**src/core/indirect_pkg.sv**
```systemverilog
package indirect_pkg;

    // ============================================================
    // Address space
    // ============================================================
    localparam int unsigned ADDR_W     = 12;
    localparam int unsigned PAIR_COUNT = 3;

    // Pair 0 sits at the top of the special-function space, each further
    // pair one block of eight bytes lower
    localparam logic [11:0] PAIR0_TOP   = 12'hFEF;
    localparam logic [11:0] PAIR_SPAN   = 12'h018;
    localparam logic [11:0] INDIRECT_ACCESS_PORT_ONE = 12'hFE7;

    // ============================================================
    // Slot offsets below each pair's top address
    // ============================================================
    localparam logic [2:0] SLOT_PLAIN       = 3'h0;
    localparam logic [2:0] SLOT_INC_AFTER   = 3'h1;
    localparam logic [2:0] SLOT_DEC_AFTER   = 3'h2;
    localparam logic [2:0] SLOT_INC_BEFORE  = 3'h3;
    localparam logic [2:0] SLOT_PLUS_ACC    = 3'h4;
    localparam logic [2:0] SLOT_PTR_HIGH    = 3'h5;
    localparam logic [2:0] SLOT_PTR_LOW     = 3'h6;

    // ============================================================
    // Direct operand decode
    // ============================================================
    localparam logic [7:0] ACCESS_LOW_LIMIT = 8'h5F;
    localparam logic [3:0] ACCESS_HIGH_PAGE = 4'hF;
    localparam logic [3:0] ACCESS_LOW_PAGE  = 4'h0;

    // ============================================================
    // Reset values and answer sources
    // ============================================================
    localparam logic [7:0] POINTER_RESET = 8'h00;
    localparam logic [7:0] NESTED_READ   = 8'h00;

    typedef enum logic [1:0] {
        SRC_MEMORY,
        SRC_OWN,
        SRC_NONE
    } answer_src_t;

endpackage

```
**src/core/pointer_pair.sv**
```systemverilog
`timescale 1ns/100ps
module pointer_pair (
    input  wire logic        clk_i,
    input  wire logic        reset_i,
    input  wire logic        write_low_i,
    input  wire logic        write_high_i,
    input  wire logic [7:0]  write_data_i,
    input  wire logic        step_i,
    input  wire logic        step_down_i,
    output logic      [15:0] value_o
);

    logic [7:0] pointer_low_byte;
    logic [7:0] pointer_high_byte;
    logic [7:0] next_pointer_low_byte;
    logic [7:0] next_pointer_high_byte;
    logic [15:0] stepped;

    // ============================================================
    // Next value
    // ============================================================
    always_comb begin
        // Whole 16-bit step so a low-byte wrap carries into the high byte
        if (step_down_i) begin
            stepped = {pointer_high_byte, pointer_low_byte} - 16'h0001;
        end else begin
            stepped = {pointer_high_byte, pointer_low_byte} + 16'h0001;
        end
        next_pointer_low_byte  = pointer_low_byte;
        next_pointer_high_byte = pointer_high_byte;
        if (step_i) begin
            next_pointer_low_byte  = stepped[7:0];
            next_pointer_high_byte = stepped[15:8];
        end
        // Stored bytes as written, with no step applied
        if (write_low_i) begin
            next_pointer_low_byte = write_data_i;
        end
        if (write_high_i) begin
            next_pointer_high_byte = write_data_i;
        end
    end

    always_ff @(posedge clk_i or posedge reset_i) begin
        if (reset_i) begin
            pointer_low_byte  <= indirect_pkg::POINTER_RESET;
            pointer_high_byte <= indirect_pkg::POINTER_RESET;
        end else begin
            pointer_low_byte  <= next_pointer_low_byte;
            pointer_high_byte <= next_pointer_high_byte;
        end
    end

    assign value_o = {pointer_high_byte, pointer_low_byte};

endmodule // pointer_pair

```
**src/core/indirect_addressing_unit.sv**
```systemverilog
`timescale 1ns/100ps
// Behaviour
// Auto-modify steps the full 16-bit pointer pair, carrying between bytes.
// Pointer steps never touch arithmetic status flags.
// Plus-accumulator slot addresses pointer plus accumulator value.
// Indirect read landing on a virtual register returns zero.
// Indirect write landing on a virtual register does nothing.
// Writes to a pointer through its own slots store plainly, no step.
// Pointer bytes are real registers reachable by direct access.
// Indirect access reaches every other special register like direct access.
// Extended set enable adds indexed mode for access-bank operands.
// Extended mode keeps memory size, linear addressing and register map.
// Pairs zero and one act the same in extended mode.
// Extended mode keeps direct and indirect core addressing.
// Extended, access bit 0, file up to 5Fh: pair two plus offset.
// Access bit 1 or file 60h upward stays normal direct addressing.
// Every pair has its own five virtual slots.
// Indirect targets are cut to the data address width.
module indirect_addressing_unit (
    input  wire logic        MCLK_I,
    input  wire logic        RESET_I,
    input  wire logic        EXTENDED_SET_ENABLE_I,
    input  wire logic        REQ_VALID_I,
    input  wire logic        REQ_WRITE_I,
    input  wire logic        REQ_FULL_I,
    input  wire logic [11:0] REQ_FULL_ADDR_I,
    input  wire logic        REQ_ACCESS_BIT_I,
    input  wire logic [7:0]  REQ_FILE_I,
    input  wire logic [3:0]  REQ_BANK_I,
    input  wire logic [7:0]  REQ_WDATA_I,
    input  wire logic [7:0]  ACCUMULATOR_I,
    input  wire logic [7:0]  MEM_RDATA_I,
    output logic             MEM_VALID_O,
    output logic             MEM_WRITE_O,
    output logic      [11:0] MEM_ADDR_O,
    output logic      [7:0]  MEM_WDATA_O,
    output logic             RESP_VALID_O,
    output logic      [7:0]  RESP_DATA_O
);

    localparam int unsigned N = indirect_pkg::PAIR_COUNT;

    logic [15:0] pair_value [N];
    logic [N-1:0] wr_low;
    logic [N-1:0] wr_high;
    logic [N-1:0] step;
    logic [N-1:0] step_down;

    // ============================================================
    // Pointer pairs
    // ============================================================
    genvar gi;
    generate
        for (gi = 0; gi < N; gi++) begin : g_pair
            pointer_pair u_pair (
                .clk_i        (MCLK_I),
                .reset_i      (RESET_I),
                .write_low_i  (wr_low[gi]),
                .write_high_i (wr_high[gi]),
                .write_data_i (REQ_WDATA_I),
                .step_i       (step[gi]),
                .step_down_i  (step_down[gi]),
                .value_o      (pair_value[gi])
            );
        end
    endgenerate

    // Maps an address to a hit flag and pair number; hit is low outside the pair area
    function automatic logic [3:0] decode(input logic [11:0] a);
        logic [11:0] d;
        d = indirect_pkg::PAIR0_TOP - a;
        if (a <= indirect_pkg::PAIR0_TOP && d < indirect_pkg::PAIR_SPAN
            && d[2:0] != 3'h7) begin
            decode = {1'b1, d[4:3], 1'b0};
        end else begin
            decode = 4'h0;
        end
    endfunction

    // ============================================================
    // Request resolution
    // ============================================================
    logic [11:0] eff_addr;
    logic [11:0] target;
    logic [11:0] direct_pair_sum;
    logic [15:0] ptr;
    logic [3:0]  d_dec;
    logic [3:0]  t_dec;
    logic [1:0]  d_pair;
    logic [1:0]  t_pair;
    logic [2:0]  d_slot;
    logic [2:0]  t_slot;
    logic        own_access;
    logic [1:0]  own_pair;
    logic        own_high;
    logic        nested;
    logic        to_memory;
    logic [11:0] mem_target;

    always_comb begin
        direct_pair_sum = pair_value[2][11:0] + {4'h0, REQ_FILE_I};
        if (REQ_FULL_I) begin
            eff_addr = REQ_FULL_ADDR_I;
        end else if (REQ_ACCESS_BIT_I) begin
            eff_addr = {REQ_BANK_I, REQ_FILE_I};
        end else if (REQ_FILE_I <= indirect_pkg::ACCESS_LOW_LIMIT) begin
            if (EXTENDED_SET_ENABLE_I) begin
                // Indexed literal offset via pair two only; pairs zero and one untouched
                eff_addr = direct_pair_sum;
            end else begin
                eff_addr = {indirect_pkg::ACCESS_LOW_PAGE, REQ_FILE_I};
            end
        end else begin
            // Same map and linear layout with or without the extended set
            eff_addr = {indirect_pkg::ACCESS_HIGH_PAGE, REQ_FILE_I};
        end

        d_dec  = decode(eff_addr);
        d_pair = d_dec[2:1];
        d_slot = 3'(indirect_pkg::PAIR0_TOP - eff_addr);
        ptr    = pair_value[d_pair];
        case (d_slot)
            indirect_pkg::SLOT_INC_BEFORE: target = ptr[11:0] + 12'h001;
            indirect_pkg::SLOT_PLUS_ACC:
                target = ptr[11:0] + {{4{ACCUMULATOR_I[7]}}, ACCUMULATOR_I};
            default: target = ptr[11:0];
        endcase
        t_dec  = decode(target);
        t_pair = t_dec[2:1];
        t_slot = 3'(indirect_pkg::PAIR0_TOP - target);

        wr_low     = '0;
        wr_high    = '0;
        step       = '0;
        step_down  = '0;
        own_access = 1'b0;
        own_pair   = 2'h0;
        own_high   = 1'b0;
        nested     = 1'b0;
        to_memory  = 1'b0;
        mem_target = eff_addr;

        if (REQ_VALID_I) begin
            if (d_dec[3] && d_slot <= indirect_pkg::SLOT_PLUS_ACC) begin
                if (t_dec[3] && t_slot <= indirect_pkg::SLOT_PLUS_ACC) begin
                    // No nested indirection: read gives zero, write is dropped
                    nested = 1'b1;
                end else begin
                    if (t_dec[3]) begin
                        own_access = 1'b1;
                        own_pair   = t_pair;
                        own_high   = (t_slot == indirect_pkg::SLOT_PTR_HIGH);
                    end else begin
                        to_memory  = 1'b1;
                        mem_target = target;
                    end
                    // A write onto this pair's own bytes stores plainly, no step
                    if (!(REQ_WRITE_I && t_dec[3] && t_pair == d_pair)) begin
                        // Only the pointer moves; no status flag is produced here
                        step[d_pair] = (d_slot == indirect_pkg::SLOT_INC_AFTER)
                                    || (d_slot == indirect_pkg::SLOT_DEC_AFTER)
                                    || (d_slot == indirect_pkg::SLOT_INC_BEFORE);
                        step_down[d_pair] = (d_slot == indirect_pkg::SLOT_DEC_AFTER);
                    end
                end
            end else if (d_dec[3]) begin
                own_access = 1'b1;
                own_pair   = d_pair;
                own_high   = (d_slot == indirect_pkg::SLOT_PTR_HIGH);
            end else begin
                to_memory = 1'b1;
            end
            if (own_access && REQ_WRITE_I) begin
                wr_low[own_pair]  = !own_high;
                wr_high[own_pair] = own_high;
            end
        end
    end

    // ============================================================
    // Two-stage answer pipeline
    // ============================================================
    logic        mem_valid;
    logic        mem_write;
    logic [11:0] mem_addr;
    logic [7:0]  mem_wdata;
    logic        pend_read;
    indirect_pkg::answer_src_t pend_src;
    logic [7:0]  own_data;
    logic        resp_valid;
    logic [7:0]  resp_data;
    logic        next_mem_valid;
    logic        next_mem_write;
    logic [11:0] next_mem_addr;
    logic [7:0]  next_mem_wdata;
    logic        next_pend_read;
    indirect_pkg::answer_src_t next_pend_src;
    logic [7:0]  next_own_data;
    logic        next_resp_valid;
    logic [7:0]  next_resp_data;
    logic [15:0] own_value;

    always_comb begin
        own_value       = pair_value[own_pair];
        next_mem_valid  = to_memory;
        next_mem_write  = to_memory && REQ_WRITE_I;
        next_mem_addr   = to_memory ? mem_target : mem_addr;
        next_mem_wdata  = to_memory ? REQ_WDATA_I : mem_wdata;
        next_pend_read  = REQ_VALID_I && !REQ_WRITE_I;
        next_pend_src   = nested ? indirect_pkg::SRC_NONE
                        : (own_access ? indirect_pkg::SRC_OWN : indirect_pkg::SRC_MEMORY);
        next_own_data   = own_high ? own_value[15:8] : own_value[7:0];
        next_resp_valid = pend_read;
        case (pend_src)
            indirect_pkg::SRC_MEMORY: next_resp_data = MEM_RDATA_I;
            indirect_pkg::SRC_OWN:    next_resp_data = own_data;
            indirect_pkg::SRC_NONE:   next_resp_data = indirect_pkg::NESTED_READ;
            default:                  next_resp_data = indirect_pkg::NESTED_READ;
        endcase
        if (!pend_read) begin
            next_resp_data = resp_data;
        end
    end

    always_ff @(posedge MCLK_I or posedge RESET_I) begin
        if (RESET_I) begin
            mem_valid  <= 1'b0;
            mem_write  <= 1'b0;
            mem_addr   <= 12'h000;
            mem_wdata  <= 8'h00;
            pend_read  <= 1'b0;
            pend_src   <= indirect_pkg::SRC_MEMORY;
            own_data   <= 8'h00;
            resp_valid <= 1'b0;
            resp_data  <= 8'h00;
        end else begin
            mem_valid  <= next_mem_valid;
            mem_write  <= next_mem_write;
            mem_addr   <= next_mem_addr;
            mem_wdata  <= next_mem_wdata;
            pend_read  <= next_pend_read;
            pend_src   <= next_pend_src;
            own_data   <= next_own_data;
            resp_valid <= next_resp_valid;
            resp_data  <= next_resp_data;
        end
    end

    assign MEM_VALID_O  = mem_valid;
    assign MEM_WRITE_O  = mem_write;
    assign MEM_ADDR_O   = mem_addr;
    assign MEM_WDATA_O  = mem_wdata;
    assign RESP_VALID_O = resp_valid;
    assign RESP_DATA_O  = resp_data;

endmodule // indirect_addressing_unit

```
**config.mk**
```make
export PLATFORM = sky130hd
export DESIGN_NAME = indirect_addressing_unit
export DESIGN_NICKNAME = d
export VERILOG_FILES = /design/src/core/indirect_pkg.sv /design/src/core/pointer_pair.sv /design/src/core/indirect_addressing_unit.sv
export SDC_FILE = /design/constraint.sdc
export NUM_CORES = 1
export LEC_CHECK = 0
export BUFFER_PORTS_ARGS = -buffer_cell sky130_fd_sc_hd__buf_2
export CAP_MARGIN = 20
export CELL_PAD_IN_SITES_DETAIL_PLACEMENT = 0
export CELL_PAD_IN_SITES_GLOBAL_PLACEMENT = 2
export CORE_ASPECT_RATIO = 1.75
export CORE_UTILIZATION = 25
export CTS_CLUSTER_SIZE = 40
export DETAILED_ROUTE_END_ITERATION = 7
export GPL_TIMING_DRIVEN = 0
export PLACE_DENSITY = 0.69
export REMOVE_ABC_BUFFERS = 1
export SYNTH_ARGS = -nofsm -noshare
export SYNTH_HDL_FRONTEND = slang
export SYNTH_SLANG_ARGS = --single-unit
```
**constraint.sdc**
```tcl
create_clock -name MCLK_I -period 13.65 [get_ports MCLK_I]
set_input_delay 1.365 -clock MCLK_I [delete_from_list [all_inputs] [get_ports MCLK_I]]
set_output_delay 1.365 -clock MCLK_I [all_outputs]
set_load 0.01 [all_outputs]
```
==> After elaboration in Yosys (flattened, before gate mapping) <==
Index checks and enable logic that the tools add are counted.
{ "classes": {"n_lt_le_gt_ge": 13, "mux": 78, "shift": 0, "addsub": 11, "multipliers": 0, "reduce_logical": 24, "n_eq_ne": 10, "n_div": 0, "bitwise_logic": 6} }
{ "ops": {"columns": ["op", "count"], "rows": [
  ["$mux 12", 10],
  ["$mux 8", 13],
  ["$mux 16", 5],
  ["$bmux 16 s2", 2],
  ["$add 16x1->16 const B", 3],
  ["$sub 16x1->16 const B", 3],
  ["$mux 3", 12],
  ["$le 12x12->1 const B", 2],
  ["$lt 12x5->1 const B", 2],
  ["$pmux 12 s2", 1],
  ["$sub 12x12->12 const A", 2],
  ["$mux 1", 23],
  ["$pmux 8 s2", 1],
  ["$mux 2", 7],
  ["$logic_and 1x1->1", 13],
  ["$add 12x1->12 const B", 1],
  ["$add 12x12->12", 1],
  ["$add 12x8->12", 1],
  ["$and 3x3->3", 4],
  ["$reduce_bool 2->1", 6],
  ["$eq 3x3->1 const B", 3],
  ["$le 8x7->1 const B", 1],
  ["$mux 4", 2],
  ["$eq 3x2->1 const B", 2],
  ["other kinds (13)", 22]
]} }
{ "word_totals": {"latchBits": 0, "mem_bits_rw": 0, "reg_bits": 90, "inputBits": 55, "output_inout_bits": 31, "mem_bits_ro": 0, "wordCells": 157, "memories": 0} }

==> Longest topological paths before layout <==
{ "logic_depth": {"depth_word": 33, "mapped_depth": 49, "depth_no_buf": 48} }

==> Hierarchy <==
From an unflattened synthesis, not the netlist that was laid out.
{ "unflattened": {"hier_cells": 1085, "area_unflattened_um2": 9100.0} }
{ "by_module_without_submodules": {"columns": ["module", "n_inst", "area_each_um2", "cells_each", "seq_area_each_um2"], "rows": [
  ["indirect_addressing_unit", 1, 4543.1, 563, 1051.0],
  ["pointer_pair at g_pair[1].u_pair ...", 2, 1522.7, 172, 400.4],
  ["pointer_pair at g_pair[0].u_pair", 1, 1511.4, 178, 400.4]
]} }

==> Least setup slack after synthesis <==
Ideal clock, no wire load.
{ "synth_timing": {"kind": "input port to flip-flop", "startpoint": "input port REQ_FILE_I[0]", "endpoint": "register g_pair[0].u_pair.pointer_high_byte[7]", "cell_stages": 48, "required_time_ns": 13.534, "arrival_time_ns": 10.890, "slack_ns": 2.644, "n_path_buf": 1, "setup_time_ns": 0.116, "path_cell_list": "ha_1 -> inv_1 -> fa_1 -> nand2b_1 -> a21oi_1 -> xnor2_1 -> o211ai_4 -> ha_1 -> o221ai_2 -> or3_4 -> or3_4 -> buf_6 -> a22oi_1 -> inv_1 -> ha_1 -> fa_1 -> a21o_1 -> a21oi_1 -> [12 not listed] -> o21a_1 -> nor3_1 -> ha_1 -> a21o_1 -> a21oi_1 -> o21bai_1 -> a21oi_1 -> o21bai_1 -> a21oi_1 -> nor2b_1 -> o21a_1 -> o41ai_1 -> nor2_1 -> a211oi_1 -> o21ai_0 -> xor2_1 -> a211o_1 -> o311ai_0"} }
{ "synth_between": {"elab_chain_cells": 33, "elab_cells_between_ends": 85, "cone_classes": "add/sub (5); order compare (11); eq/ne (9); mux (42); bitwise (4); reduce/logical (14)"} }
{ "synth_lines": {"columns": ["element", "line_no", "text"], "rows": [
  ["start: declaration", "indirect_addressing_unit.sv:28", "input wire logic [7:0] REQ_FILE_I,"],
  ["$add 12x8->12", "indirect_addressing_unit.sv:101", "direct_pair_sum = pair_value[2][11:0] + {4'h0, REQ_FILE_I};"],
  ["$mux 12", "indirect_addressing_unit.sv:107", "if (EXTENDED_SET_ENABLE_I) begin"],
  ["$mux 12", "indirect_addressing_unit.sv:106", "end else if (REQ_FILE_I <= indirect_pkg::ACCESS_LOW_LIMIT) begin"],
  ["$mux 12 *", "indirect_addressing_unit.sv:104", "end else if (REQ_ACCESS_BIT_I) begin"],
  ["$mux 12 *", "indirect_addressing_unit.sv:102", "if (REQ_FULL_I) begin"],
  ["$sub 12x12->12", "indirect_addressing_unit.sv:120", "d_slot = 3'(indirect_pkg::PAIR0_TOP - eff_addr);"],
  ["$lt 12x5->1", "indirect_addressing_unit.sv:72", "if (a <= indirect_pkg::PAIR0_TOP && d < indirect_pkg::PAIR_SPAN"],
  ["$logic_and 1x1->1", "indirect_addressing_unit.sv:72", null],
  ["[17 not listed]", null, null],
  ["$lt 2x3->1 (not written as such) or $ge 2x1->1 (tied branches)", "indirect_addressing_unit.sv:175", "wr_high[own_pair] = own_high;"],
  ["$logic_and 1x1->1 (not written as such)", "indirect_addressing_unit.sv:175", null],
  ["$mux 1 (not written as such)", "indirect_addressing_unit.sv:175", null],
  ["$demux 1 s2", "indirect_addressing_unit.sv:175", null],
  ["$and 3x3->3 (no source line)", null, null],
  ["$mux 3", "indirect_addressing_unit.sv:173", "if (own_access && REQ_WRITE_I) begin"],
  ["$mux 3", "indirect_addressing_unit.sv:143", "if (REQ_VALID_I) begin"],
  ["$mux 8 or $reduce_bool 2->1 (tied branches)", null, null],
  ["end signal: assignment", "pointer_pair.sv:47", "pointer_high_byte <= indirect_pkg::POINTER_RESET;"],
  ["end signal: assignment", "pointer_pair.sv:50", "pointer_high_byte <= next_pointer_high_byte;"],
  ["end: declaration", "pointer_pair.sv:14", "logic [7:0] pointer_high_byte;"]
]} }
Mark *: on every way between the ends. The rest lies on a longest branch, timed or not. The select of a mux whose other input is x is not followed.
A chain may end at the register's enable or synchronous reset.

==> Worst setup path after layout <==
{ "layout_timing": {"startpoint": "input port REQ_FILE_I[1]", "endpoint": "register g_pair[0].u_pair.pointer_high_byte[7]"} }
Same word-level chain as after synthesis.

==> impl_metrics.ini <==
[clock_tree]
cts-buffers-inserted = 9
cts.htree.levels = 3
cts_root_buffer = clkbuf_16
cts_repair_resize_count = 0
ctsHoldBuffers = 0
clk_latency_ps = 360
cts_buffer_depth = 2
cts_tree = done
clock_sinks = 90
postCtsSetupBuffers = 0
clkTransAtPathRegs_ps = 70

[route]
first_pass_iters = 5
dr.first_iter.drc_count = 424
met2_length_mm = 17.3
ant_nets = 0
avgRoutedWirePerCell_um = 22.0
top_layer = met4
via_per_inst = 5.36
m1WireLength_mm = 11.2
route.met3.wl_mm = 1.01
vias = 7749
drc = 0
wl_mm = 31.9

[die]
start_util = 0.254
coreArea_um2 = 33000
dieArea_um2 = 34300
die_h_um = 244
die_w_um = 140
num_rows = 88
io_pins = 86

[synthesis]
synth_top_area_frac = 0.268
synthArstFlopShare = 1.00
seq_area_frac_synth = 0.268
yosys-top-cells-count = 90 x dfrtp_1, 85 x nor2_1, 80 x nand2_1
yosys.cell_types.count = 89
synthTopCellsByArea = dfrtp_1 27%, ha_1 9.7%, xnor2_1 4.6%
syn-mean-instance-area_um2 = 8.68
yosys_warnings = 0
synth_top_cell_by_area = dfrtp_1
synth-edff-count = 0
syn_area_um2 = 8390
synthCells = 966
yosys.cell_count.top_type = dfrtp_1
synthFlopType = dfrtp_1
synth_seq_cells = 90

[global_route]
grt_max_degree = 60
antenna_found_initial = 0
grtUsageTotal = 0.191
grt_overflow = 0
grt_first_pass_wirelength_mm = 48.4
grt_pass1_vias = 7968

[placement]
port_buffers = 85
post-place-ws_ps = 719
gp_congestion = 0.908
dpl.cell_count = 1431
dp_hpwl_mm = 26.3

[worst_setup_path]
critPathCaptureType = flip-flop
required_ps = 13880
regToRegSetupSlack_ps = 1840
slowest_stage = or4_4
r2r-end = g_pair[0].u_pair.pointer_high_byte[7]$_DFFE_PP0P_
crit_path_max_fanout = 12
path_class = in -> reg
crit_buf_inv = 6
cp.arrival_ps = 12660
crit_family = compound AO/OA/AOI/OAI gates
rr_startpoint = g_pair[2].u_pair.pointer_low_byte[0]$_DFFE_PP0P_
start_kind = input pin
reg2regPathDepth = 46
max_stage_delay_ps = 580

[hold_path]
hold_path_end = MEM_WDATA_O[1]$_DFFE_PP0P_
min_path_type = reg -> reg
worstHoldStart = MEM_WDATA_O[1]$_DFFE_PP0P_
hold-path-cell-count = 2

[sta]
timing.final.crit_share = 0.910
final-hold-violation-count = 0
fin_skew_ps = 11.7
drv_slew = 0
setup_violations = 0
fmax_mhz = 80.5
worst_pin_slew_ps = 1010
fin_ws_ps = 1230
rsz0062_at_grt = no
period_minus_slack_ps = 12420
slew_headroom = 0.321

[power]
max-vdd-ir-drop_mv = 0.0508
leakage_nw = 4.30
power_density_nw_per_um2 = 72.7

[final_layout]
fillCellCount = 3537
syn2layout_area_growth_pct = 14.2
utilization = 0.290
nets = 1162
layout-drive-gt1-share = 0.155
num_antenna_cells = 0
finalNonFillerCells = 1446

[job]
maxCapViolations = 0

[outcome]
outcome = finished clean
==> tightest hold or removal path, stage by stage, from the launching register on <==
cell and delay, ps:
dfrtp_1 340, nand2_1 50, nand2_1 50
==> routing by layer <==
metal / vias up / track usage
met5: - / 0
met4: 0 / 0.152
met3: 92 / 0.0221
met2: 168 / 0.360
met1: 3713 / 0.186
li1: 3776 / -
==> through the flow <==
step | TNS, ps | area, um^2 | total power, mW | hold slack [ps]
2_1_floorplan | 0 | 8240 | 0.377 | 472
5_1_grt | 0 | 9580 | 0.729 | 490
6_report | 0 | 9580 | 0.696 | 468
4_1_cts | 0 | 9580 | 0.708 | 475
3_5_place_dp | 0 | 9280 | 0.443 | 459
3_3_place_gp | -122 | 9170 | 0.441 | 449
==> cells by family (layout without fill, tap and decap cells) <==
kind of cell,after synthesis,in the layout,synth area share
AOI/OAI and AO/OA,316,316,0.279
and+or+nand+nor,291,291,0.177
buffers and inverters,91,166,0.0441
DFF,90,90,0.268
adders and majority gates,71,71,0.110
xor gates and xnor gates,62,62,0.0647
muxes,45,45,0.0565
==> area by class of cell <==
type / instances / area, um^2 / share of cell area
repair buffers: 93 / 508 / 0.0530
clock inverters: 5 / 62.6 / 0.00653
flip-flops and latches: 90 / 2250 / 0.235
clock buffers: 10 / 239 / 0.0250
inverters: 58 / 220 / 0.0230
multi-input cells: 785 / 5790 / 0.604
well taps: 405 / 507 / 0.0529
==> layout by cell type (no fill, tap or decap), types with 19 or more instances in the layout <==
cell	netlist	final
dfrtp_1	90	90
buf_2	11	87
nor2_1	85	85
nand2_1	80	80
ha_1	65	65
a21oi_1	64	64
inv_1	57	56
xnor2_1	44	44
a221o_1	36	36
o21ai_0	34	34
mux2i_1	26	26
o21bai_1	26	26
a21o_1	23	23
o22ai_1	19	19
==> registers in the layout, indices dropped and copies added (netlist names) <==
register / flops
MEM_ADDR_O: 12
MEM_WRITE_O: 1
g_pair.u_pair.pointer_low_byte: 24
RESP_VALID_O: 1
g_pair.u_pair.pointer_high_byte: 24
own_data: 8
pend_src: 2
next_resp_valid: 1
MEM_VALID_O: 1
RESP_DATA_O: 8
MEM_WDATA_O: 8
==> where the power goes <==
part,switching [mW],internal (mW)
logic,0.0977,0.0505
registers,0.00962,0.279
clock network,0.112,0.147
==> worst max-delay path by stage <==
stage	startpoint	to	slack [ps]	cells past startpoint
after CTS	REQ_FILE_I[0]	g_pair[0].u_pair.pointer_high_byte[7]$_DFFE_PP0P_	1090	48
after detailed placement	REQ_FILE_I[0]	g_pair[0].u_pair.pointer_high_byte[7]$_DFFE_PP0P_	720	48
after global routing	REQ_FILE_I[0]	g_pair[0].u_pair.pointer_high_byte[7]$_DFFE_PP0P_	490	48
after floorplan	REQ_FILE_I[0]	g_pair[0].u_pair.pointer_high_byte[7]$_DFFE_PP0P_	2680	47
after global placement	REQ_FILE_I[0]	g_pair[0].u_pair.pointer_high_byte[7]$_DFFE_PP0P_	-120	47
final	REQ_FILE_I[1]	g_pair[0].u_pair.pointer_high_byte[7]$_DFFE_PP0P_	1230	49
No activity file was read; power rests on OpenSTA's default activity.
